<file path="config.mk">
export PLATFORM = sky130hd
export DESIGN_NAME = matchcode_wildcard_sequencer
export DESIGN_NICKNAME = d
export VERILOG_FILES = /design/src/verilog/matchcode_pkg.sv /design/src/verilog/matchcode_wildcard_sequencer.sv
export VERILOG_INCLUDE_DIRS = /design/src /design/src/verilog
export SDC_FILE = /design/constraint.sdc
export NUM_CORES = 1
export LEC_CHECK = 0
export BUFFER_PORTS_ARGS = -buffer_cell sky130_fd_sc_hd__clkbuf_2
export CORE_ASPECT_RATIO = 1.5
export CORE_MARGIN = 3
export CORE_UTILIZATION = 34
export DETAILED_ROUTE_END_ITERATION = 12
export PLACE_DENSITY = 0.53
export SYNTH_ARGS = -nofsm -noshare
export SYNTH_HDL_FRONTEND = slang
export SYNTH_SLANG_ARGS = --single-unit
</file>
<file path="constraint.sdc">
create_clock -name i_clk -period 7.5 [get_ports i_clk]
set_clock_uncertainty 0.05 [all_clocks]
set_input_delay 1.5 -clock i_clk [delete_from_list [all_inputs] [get_ports i_clk]]
set_output_delay 1.5 -clock i_clk [all_outputs]
set_load 0.01 [all_outputs]
</file>
<file path="src/verilog/mcseq_consts.svh">
// Register offsets, field positions, reset values and character codes of the matchcode block.
// Assumes byte addresses on an 8-bit register address port.
`ifndef MCSEQ_CONSTS_SVH
`define MCSEQ_CONSTS_SVH

`define MC_ADDR_SETTINGS   8'h00
`define MC_ADDR_WILDCARD   8'h04
`define MC_ADDR_MASTER_LO  8'h08
`define MC_ADDR_MASTER_HI  8'h0C
`define MC_ADDR_MASTER_LEN 8'h10
`define MC_ADDR_STATUS     8'h14
`define MC_ADDR_MASK       8'h18

`define MC_SET_BITS        4:0
`define MC_SET_RESET       5'h08
`define MC_WILD_RESET      8'h2A
`define MC_LEN_BITS        3:0
`define MC_LEN_RESET       4'h0
`define MC_MAX_LEN         8
`define MC_EVT_BITS        3:0
`define MC_EVT_NONE        4'h0
`define MC_CHAR_ZERO       8'h30
`define MC_CHAR_NINE       8'h39
`define MC_CHAR_ONE        8'h01

`endif

</file>
<file path="src/verilog/matchcode_pkg.sv">
// Types shared by the matchcode block and its surroundings.
// Assumes symbols of at most eight characters, leftmost character at index 0.
package matchcode_pkg;

    typedef enum logic [1:0] {
        MODE_OFF   = 2'b00,
        MODE_EXACT = 2'b01,
        MODE_WILD  = 2'b10,
        MODE_SEQ   = 2'b11
    } mode_t;

    typedef struct packed {
        logic  mism_seq;
        logic  noread_seq;
        logic  descend;
        mode_t mode;
    } settings_t;

    typedef struct packed {
        logic            valid;
        logic            no_read;
        logic [3:0]      len;
        logic [7:0][7:0] chars;
    } symbol_t;

    typedef struct packed {
        logic valid;
        logic match;
        logic mismatch;
        logic sequenced;
    } verdict_t;

    typedef struct packed {
        logic sequenced;
        logic no_read;
        logic mismatch;
        logic match;
    } events_t;

endpackage

</file>
<file path="src/verilog/matchcode_wildcard_sequencer.sv">
// Matchcode compare and sequencing logic with configurable wildcard character.
// Assumes one decode result per valid cycle from the decoder and a plain register port.
`timescale 1ns/100ps
`include "mcseq_consts.svh"

// Notes on behaviour
// In wildcard and sequential modes a wildcard character in the master matches any character, all others must match exactly.
// Trailing wildcards let shorter symbols down to the fixed prefix match, never longer ones.
// Leading or middle wildcards give no length freedom, so the length must equal the master's.
// The wildcard is a software-set ASCII code that comes out of reset as the asterisk.
// In sequential mode with no-read sequencing on, the master advances on a match or no read.
// With no-read sequencing off a no read leaves the master alone; of a match and a no read, only the match advances it.
// No-read sequencing is one bit, 0 off and 1 on, and is on after reset.
// Mismatch sequencing acts only in sequential mode and is ignored otherwise.
// Mismatch sequencing on advances the master after every decode that is not a no read; it is one bit, reset off.
// With mismatch sequencing off, a mismatch after a mismatch keeps the master unchanged.
// With it off, a mismatch right after a match still advances once, so the last verdict is kept.
// Sequencing sets the master one above or one below the decoded value on a match, or the current master otherwise, by count direction.
// The direction bit is 0 for ascending and 1 for descending, ascending after reset.
// Mode code 3 selects sequential matching.
// Each decode result outside off mode gives one verdict, and in sequential mode its master update, registered at the clock edge after it arrives.
module matchcode_wildcard_sequencer
    import matchcode_pkg::*;
(
    input  wire logic        i_clk,
    input  wire logic        i_reset,
    input  wire logic [7:0]  i_addr,
    input  wire logic [31:0] i_wdata,
    input  wire logic        i_wr,
    input  wire logic        i_rd,
    output logic      [31:0] o_rdata,
    input  wire symbol_t     i_symbol,
    output verdict_t         o_verdict,
    output logic             o_irq
);

    settings_t       settings_q, settings_d;
    logic [7:0]      wild_q, wild_d;
    logic [7:0][7:0] master_q, master_d;
    logic [3:0]      mlen_q, mlen_d;
    logic            prev_match_q, prev_match_d;
    events_t         status_q, status_d;
    events_t         mask_q, mask_d;
    logic [31:0]     rdata_q, rdata_d;
    verdict_t        verdict_q, verdict_d;

    logic            wild_on;
    logic            trail;
    logic [3:0]      plen;
    logic            len_ok;
    logic            chars_ok;
    logic            is_match;
    logic            advance;
    logic            carry;
    logic [7:0][7:0] base;
    logic [7:0][7:0] stepped;
    events_t         events;

    // Compare against the master
    always_comb begin
        wild_on  = (settings_q.mode == MODE_WILD) || (settings_q.mode == MODE_SEQ);
        plen     = mlen_q;
        trail    = 1'b1;
        chars_ok = 1'b1;
        // Only wildcards at the tail shorten the fixed prefix
        for (int i = `MC_MAX_LEN - 1; i >= 0; i--) begin
            if (i < int'(mlen_q)) begin
                if (trail && wild_on && master_q[i] == wild_q) begin
                    plen = 4'(i);
                end else begin
                    trail = 1'b0;
                end
            end
        end
        for (int i = 0; i < `MC_MAX_LEN; i++) begin
            if (i < int'(i_symbol.len)) begin
                if (!(master_q[i] == i_symbol.chars[i] || (wild_on && master_q[i] == wild_q))) begin
                    chars_ok = 1'b0;
                end
            end
        end
        len_ok   = (i_symbol.len == mlen_q) ||
                   (i_symbol.len < mlen_q && i_symbol.len >= plen);
        is_match = len_ok && chars_ok;
    end

    // Decide whether the master moves
    always_comb begin
        advance      = 1'b0;
        prev_match_d = prev_match_q;
        if (i_symbol.valid && settings_q.mode == MODE_SEQ) begin
            if (i_symbol.no_read) begin
                advance = settings_q.noread_seq;
            end else if (is_match) begin
                advance      = 1'b1;
                prev_match_d = 1'b1;
            end else begin
                advance      = settings_q.mism_seq || prev_match_q;
                prev_match_d = 1'b0;
            end
        end
    end

    // Mechanical decimal counter over the master length; rolls over rather than growing.
    // Non-digit characters are stepped as raw codes, so only numeric masters make sense here.
    always_comb begin
        base    = (i_symbol.valid && !i_symbol.no_read && is_match) ? i_symbol.chars : master_q;
        stepped = base;
        carry   = 1'b1;
        for (int i = `MC_MAX_LEN - 1; i >= 0; i--) begin
            if (i < int'(mlen_q) && carry) begin
                if (!settings_q.descend) begin
                    if (base[i] == `MC_CHAR_NINE) begin
                        stepped[i] = `MC_CHAR_ZERO;
                    end else begin
                        stepped[i] = base[i] + `MC_CHAR_ONE;
                        carry      = 1'b0;
                    end
                end else begin
                    if (base[i] == `MC_CHAR_ZERO) begin
                        stepped[i] = `MC_CHAR_NINE;
                    end else begin
                        stepped[i] = base[i] - `MC_CHAR_ONE;
                        carry      = 1'b0;
                    end
                end
            end
        end
    end

    // Verdict, events and register file
    always_comb begin
        settings_d = settings_q;
        wild_d     = wild_q;
        master_d   = master_q;
        mlen_d     = mlen_q;
        mask_d     = mask_q;
        rdata_d    = 32'h0000_0000;
        events     = `MC_EVT_NONE;
        verdict_d  = '0;
        if (i_symbol.valid && settings_q.mode != MODE_OFF) begin
            verdict_d.valid     = 1'b1;
            verdict_d.match     = !i_symbol.no_read && is_match;
            verdict_d.mismatch  = !i_symbol.no_read && !is_match;
            verdict_d.sequenced = advance;
            events.match        = verdict_d.match;
            events.mismatch     = verdict_d.mismatch;
            events.no_read      = i_symbol.no_read;
            events.sequenced    = advance;
        end
        status_d = status_q;
        if (i_wr) begin
            unique case (i_addr)
                `MC_ADDR_SETTINGS:   settings_d = i_wdata[`MC_SET_BITS];
                `MC_ADDR_WILDCARD:   wild_d = i_wdata[7:0];
                `MC_ADDR_MASTER_LO:  master_d[3:0] = i_wdata;
                `MC_ADDR_MASTER_HI:  master_d[7:4] = i_wdata;
                `MC_ADDR_MASTER_LEN: mlen_d = i_wdata[`MC_LEN_BITS];
                `MC_ADDR_STATUS:     status_d = status_q & ~i_wdata[`MC_EVT_BITS];
                `MC_ADDR_MASK:       mask_d = i_wdata[`MC_EVT_BITS];
                default:             ;
            endcase
        end
        // A sequencing step outranks a software master write in the same cycle
        if (advance) begin
            master_d = stepped;
        end
        // Set wins over a clear in the same cycle
        status_d = status_d | events;
        if (i_rd) begin
            unique case (i_addr)
                `MC_ADDR_SETTINGS:   rdata_d = 32'(settings_q);
                `MC_ADDR_WILDCARD:   rdata_d = 32'(wild_q);
                `MC_ADDR_MASTER_LO:  rdata_d = master_q[3:0];
                `MC_ADDR_MASTER_HI:  rdata_d = master_q[7:4];
                `MC_ADDR_MASTER_LEN: rdata_d = 32'(mlen_q);
                `MC_ADDR_STATUS:     rdata_d = 32'(status_q);
                `MC_ADDR_MASK:       rdata_d = 32'(mask_q);
                default:             rdata_d = 32'h0000_0000;
            endcase
        end
    end

    always_ff @(posedge i_clk or posedge i_reset) begin
        if (i_reset) begin
            settings_q   <= `MC_SET_RESET;
            wild_q       <= `MC_WILD_RESET;
            master_q     <= '0;
            mlen_q       <= `MC_LEN_RESET;
            prev_match_q <= 1'b0;
            status_q     <= `MC_EVT_NONE;
            mask_q       <= `MC_EVT_NONE;
            rdata_q      <= 32'h0000_0000;
            verdict_q    <= '0;
        end else begin
            settings_q   <= settings_d;
            wild_q       <= wild_d;
            master_q     <= master_d;
            mlen_q       <= mlen_d;
            prev_match_q <= prev_match_d;
            status_q     <= status_d;
            mask_q       <= mask_d;
            rdata_q      <= rdata_d;
            verdict_q    <= verdict_d;
        end
    end

    assign o_rdata   = rdata_q;
    assign o_verdict = verdict_q;
    assign o_irq     = |(status_q & mask_q);
endmodule

</file>
==> impl_metrics.csv <==
group,metric,value,unit
pwr,p_switching,0.000748,W
floorplan,start_util,34.7,%
job,drv_cap,0,
place,io_buffer_count,150,
worst_setup_path,timing.rr.start,"wild_q[4]$_DFFE_PP0P_",
synthesis,synth.distinct_cells,98,
clocking,hold_buffers,0,
synthesis,syn_area,0.0131,mm^2
synthesis,synth.top_cell.area_share,23.2,%
place,place.gp.congestion,0.959,
detailed_routing,routed-wl-met3,2980,um
clocking,path_clk_slew,60,ps
grt,track_usage,27.1,%
synthesis,synth_adder_area_share,3.33,%
place,hpwl,44500,um
pwr,power.share.clock,40.6,%
detailed_routing,met1_length,20800,um
grt,gr-total-overflow,0,
grt,grt_max_degree,74,
worst_setup_path,cp.required,7770,ps
pwr,netSwitchingFraction,33.6,%
timing,hold_viol,0,
finish,final_util,40.5,%
outcome,status,"completed",
synthesis,avgSynthCellArea,8.05,um^2
floorplan,fp-row-count,87,
synthesis,synthMuxAreaShare,12.5,%
worst_setup_path,max_stage_delay,600,ps
finish,nNetsFinal,1907,
pwr,p_leak,6.97,nW
worst_setup_path,rr_worst_depth,34,
detailed_routing,routed_wl,57700,um
pwr,power_frac_seq,34.3,%
synthesis,synth-simple-area-share,22.0,%
detailed_routing,top_layer,"met5",
timing,worst_pin_slew,1020,ps
detailed_routing,drtPass1Iterations,9,
detailed_routing,wl_per_cell,25.6,um
synthesis,synth_xor_area_share,8.93,%
finish,drive_gt1_share,22.6,%
grt,antenna_found_initial,1,
timing,relSlewSlack,31.8,%
finish,syn2layout_area_growth,16.7,%
synthesis,ys_seq_area_share,24.0,%
clocking,cts_htree_levels,4,
grt,grt_pass1_wl,86300,um
pwr,p_comb_share,25.1,%
pwr,max-vdd-ir-drop,0.130,mV
detailed_routing,via_per_inst,6.22,
detailed_routing,drc,0,
worst_setup_path,r2r_setup_slack,500,ps
clocking,clock_latency,440,ps
timing,tns,0,ps
worst_setup_path,end_kind,"flip-flop",
clocking,clock-root-buffer,"clkbuf_16",
timing,slew_viol_final,0,
timing,period_minus_slack,7000,ps
timing,setup_viol,0,
floorplan,ios,151,
timing,clock.fmax,143,MHz
synthesis,synth-compound-area-share,23.2,%
worst_hold_path,hold_class,"flip-flop to flip-flop",
synthesis,yosys.area.top_type,"dfrtp_1",
detailed_routing,ant_nets,0,
finish,fillerInstances,3949,
worst_setup_path,cp_max_fo,17,
worst_setup_path,path_class,"flip-flop to flip-flop",
place,placed_cell_area,0.0146,mm^2
pwr,power,0.00223,W
clocking,clock_sinks,126,
synthesis,synth_top_family_by_area,"compound AO/OA/AOI/OAI gates",
floorplan,dieArea,0.0411,mm^2
timing,finalCritPeriodShare,93.3,%
finish,final_area,0.0153,mm^2
clocking,clk_path_buf_depth,2,
synthesis,synth_nets,1781,
synthesis,synth_edf_count,0,
grt,grt_pass1_vias,14366,
worst_setup_path,cp-endpoint,"master_q[3]$_DFFE_PP0P_",
detailed_routing,vias,14050,
detailed_routing,dr.first_iter.drc_count,1076,
worst_setup_path,rr_endpoint,"master_q[3]$_DFFE_PP0P_",
pwr,power_density,145,mW/mm^2
timing,rsz0062_at_grt,"false",
floorplan,core,0.0379,mm^2
finish,antenna_cells,0,
synthesis,yosys_warnings,0,
synthesis,synth_ff_type,"dfrtp_1",
pwr,p_int,0.00148,W
floorplan,die_w,166,um
synthesis,netlist_instances,1632,
floorplan,fp.dieH,247,um
detailed_routing,wl_met2,29000,um
clocking,cts_tree,"yes",
synthesis,ys_ff_latch,126,
worst_setup_path,slowest_stage,"or4_4",
clocking,numCtsBuffers,17,
worst_setup_path,start_kind,"flip-flop",
synthesis,synth-async-reset-ratio,100,%
synthesis,synthTopCellsByArea,"dfrtp_1 23%, mux2i_1 6.3%, xor2_1 5.3%",
worst_setup_path,cp-startpoint,"wild_q[4]$_DFFE_PP0P_",
worst_setup_path,cp.arrival,7270,ps
state kept, by name (all words and copies together), names as in the netlist:
| register | flops |
|---|---|
| mlen_q | 4 |
| o_verdict | 4 |
| o_rdata | 32 |
| status_q | 4 |
| prev_match_q | 1 |
| wild_q | 8 |
| mask_q | 4 |
| master_q | 64 |
| settings_q | 5 |
per-stage QoR:
step	hold WS, ps	setup WS (ps)	instances
2_1_floorplan	417	89.1	1632
3_3_place_gp	456	450	2224
3_5_place_dp	463	309	2224
4_1_cts	481	271	2255
5_1_grt	526	17.0	2259
6_report	493	499	2259
Yosys cell counts, drive strengths merged, types with 3 or more instances:
cell type and count:
a222oi 7, mux2 67, and3 45, inv 31, o311ai 5, a211oi 37
a31o 15, nand3 74, o211ai 15, a21oi 78, dfrtp 122, nor2b 11
or3 18, buf 35, o31ai 18, a31oi 44, o32ai 4, nand4 28
o22ai 19, nand3b 6, or4 6, nor2 86, a21o 12, xor2 79
a22oi 53, nor3b 4, and2 12, ha 35, nor4 41, a22o 6
o31a 4, o2111ai 3, xnor2 55, mux2i 85, nand2 161, a21boi 6
o21bai 7, clkbuf 111, and4 4, nand2b 12, dfstp 4, o21a 8
o21ai 73, and3b 3, nor3 48
metal layers:
layer / vias up / global-route usage (%)
met1: 6829 / 29.1
met3: 219 / 3.50
met5: - / 0
li1: 6319 / -
met2: 681 / 48.5
met4: 2 / 20.0
critical path, delay by kind of cell (launching register included):
family / cells / cell delay [ps]
flops: 1 / 480
fa+ha+maj: 2 / 540
compound gates: 12 / 1570
buf+inv: 4 / 700
xor+xnor: 1 / 190
mux: 2 / 550
simple gates: 13 / 2790
worst min path at each step:
stage	endpoint	cells after the start	slack, ps	from
global placement	prev_match_q$_DFFE_PP0P_	2	460	prev_match_q$_DFFE_PP0P_
finish	prev_match_q$_DFFE_PP0P_	2	490	prev_match_q$_DFFE_PP0P_
CTS	prev_match_q$_DFFE_PP0P_	2	480	prev_match_q$_DFFE_PP0P_
floorplan	status_q[3]$_DFF_PP0_	2	420	status_q[3]$_DFF_PP0_
global route	status_q[0]$_DFF_PP0_	1	530	status_q[0]$_DFF_PP0_
detailed placement	prev_match_q$_DFFE_PP0P_	2	460	prev_match_q$_DFFE_PP0P_
cell usage in the layout (no fill, tap or decap), types with 17 or more instances in the layout:
cell	netlist	layout
nand2_1	161	161
clkbuf_2	1	150
dfrtp_1	122	121
buf_4	4	99
nor2_1	83	81
mux2i_1	83	80
xor2_1	79	79
a21oi_1	78	78
nand3_1	72	72
mux2_2	59	59
o21ai_0	62	59
xnor2_1	55	55
a22oi_1	53	53
nor3_1	46	46
a31oi_1	44	44
and3_1	45	42
nor4_1	39	36
a211oi_1	35	35
ha_1	35	35
inv_1	31	30
nand4_1	28	28
o22ai_1	19	19
clkbuf_16	0	18
or3_1	17	17
power groups by stage:
stage                     Clock (W)  Sequential, W  Combinational (W)
after floorplan                   0       0.000732           0.000364
after global placement            0       0.000775           0.000542
after detailed placement          0       0.000775           0.000544
after CTS                  0.000915       0.000763           0.000547
after global routing       0.000947       0.000767           0.000604
final                      0.000904       0.000765           0.000559
final cells by class:
| cell class | count | area, um^2 | area share [%] |
|---|---|---|---|
| clock inverter | 14 | 193 | 1.26 |
| timing repair buffer | 253 | 1570 | 10.3 |
| tap | 489 | 612 | 3.99 |
| multi-input combinational | 1328 | 9240 | 60.3 |
| inverter | 32 | 125 | 0.816 |
| clock buffer | 17 | 425 | 2.78 |
| sequential | 126 | 3160 | 20.6 |
cell families after synthesis:
kind of cell,count (synthesis)
flip-flops,126
buffers and inverters,178
adder cells (fa/ha/maj),35
XOR/XNOR,134
multiplexers,153
AND/OR/NAND/NOR,564
AO/OA/AOI/OAI,442
timing repair:
action | in CTS | in global routing
buffers inserted | 0 | 3
resized for setup | 0 | 14
setup endpoints to repair | 0 | 45
No activity file was read; power rests on OpenSTA's default activity.
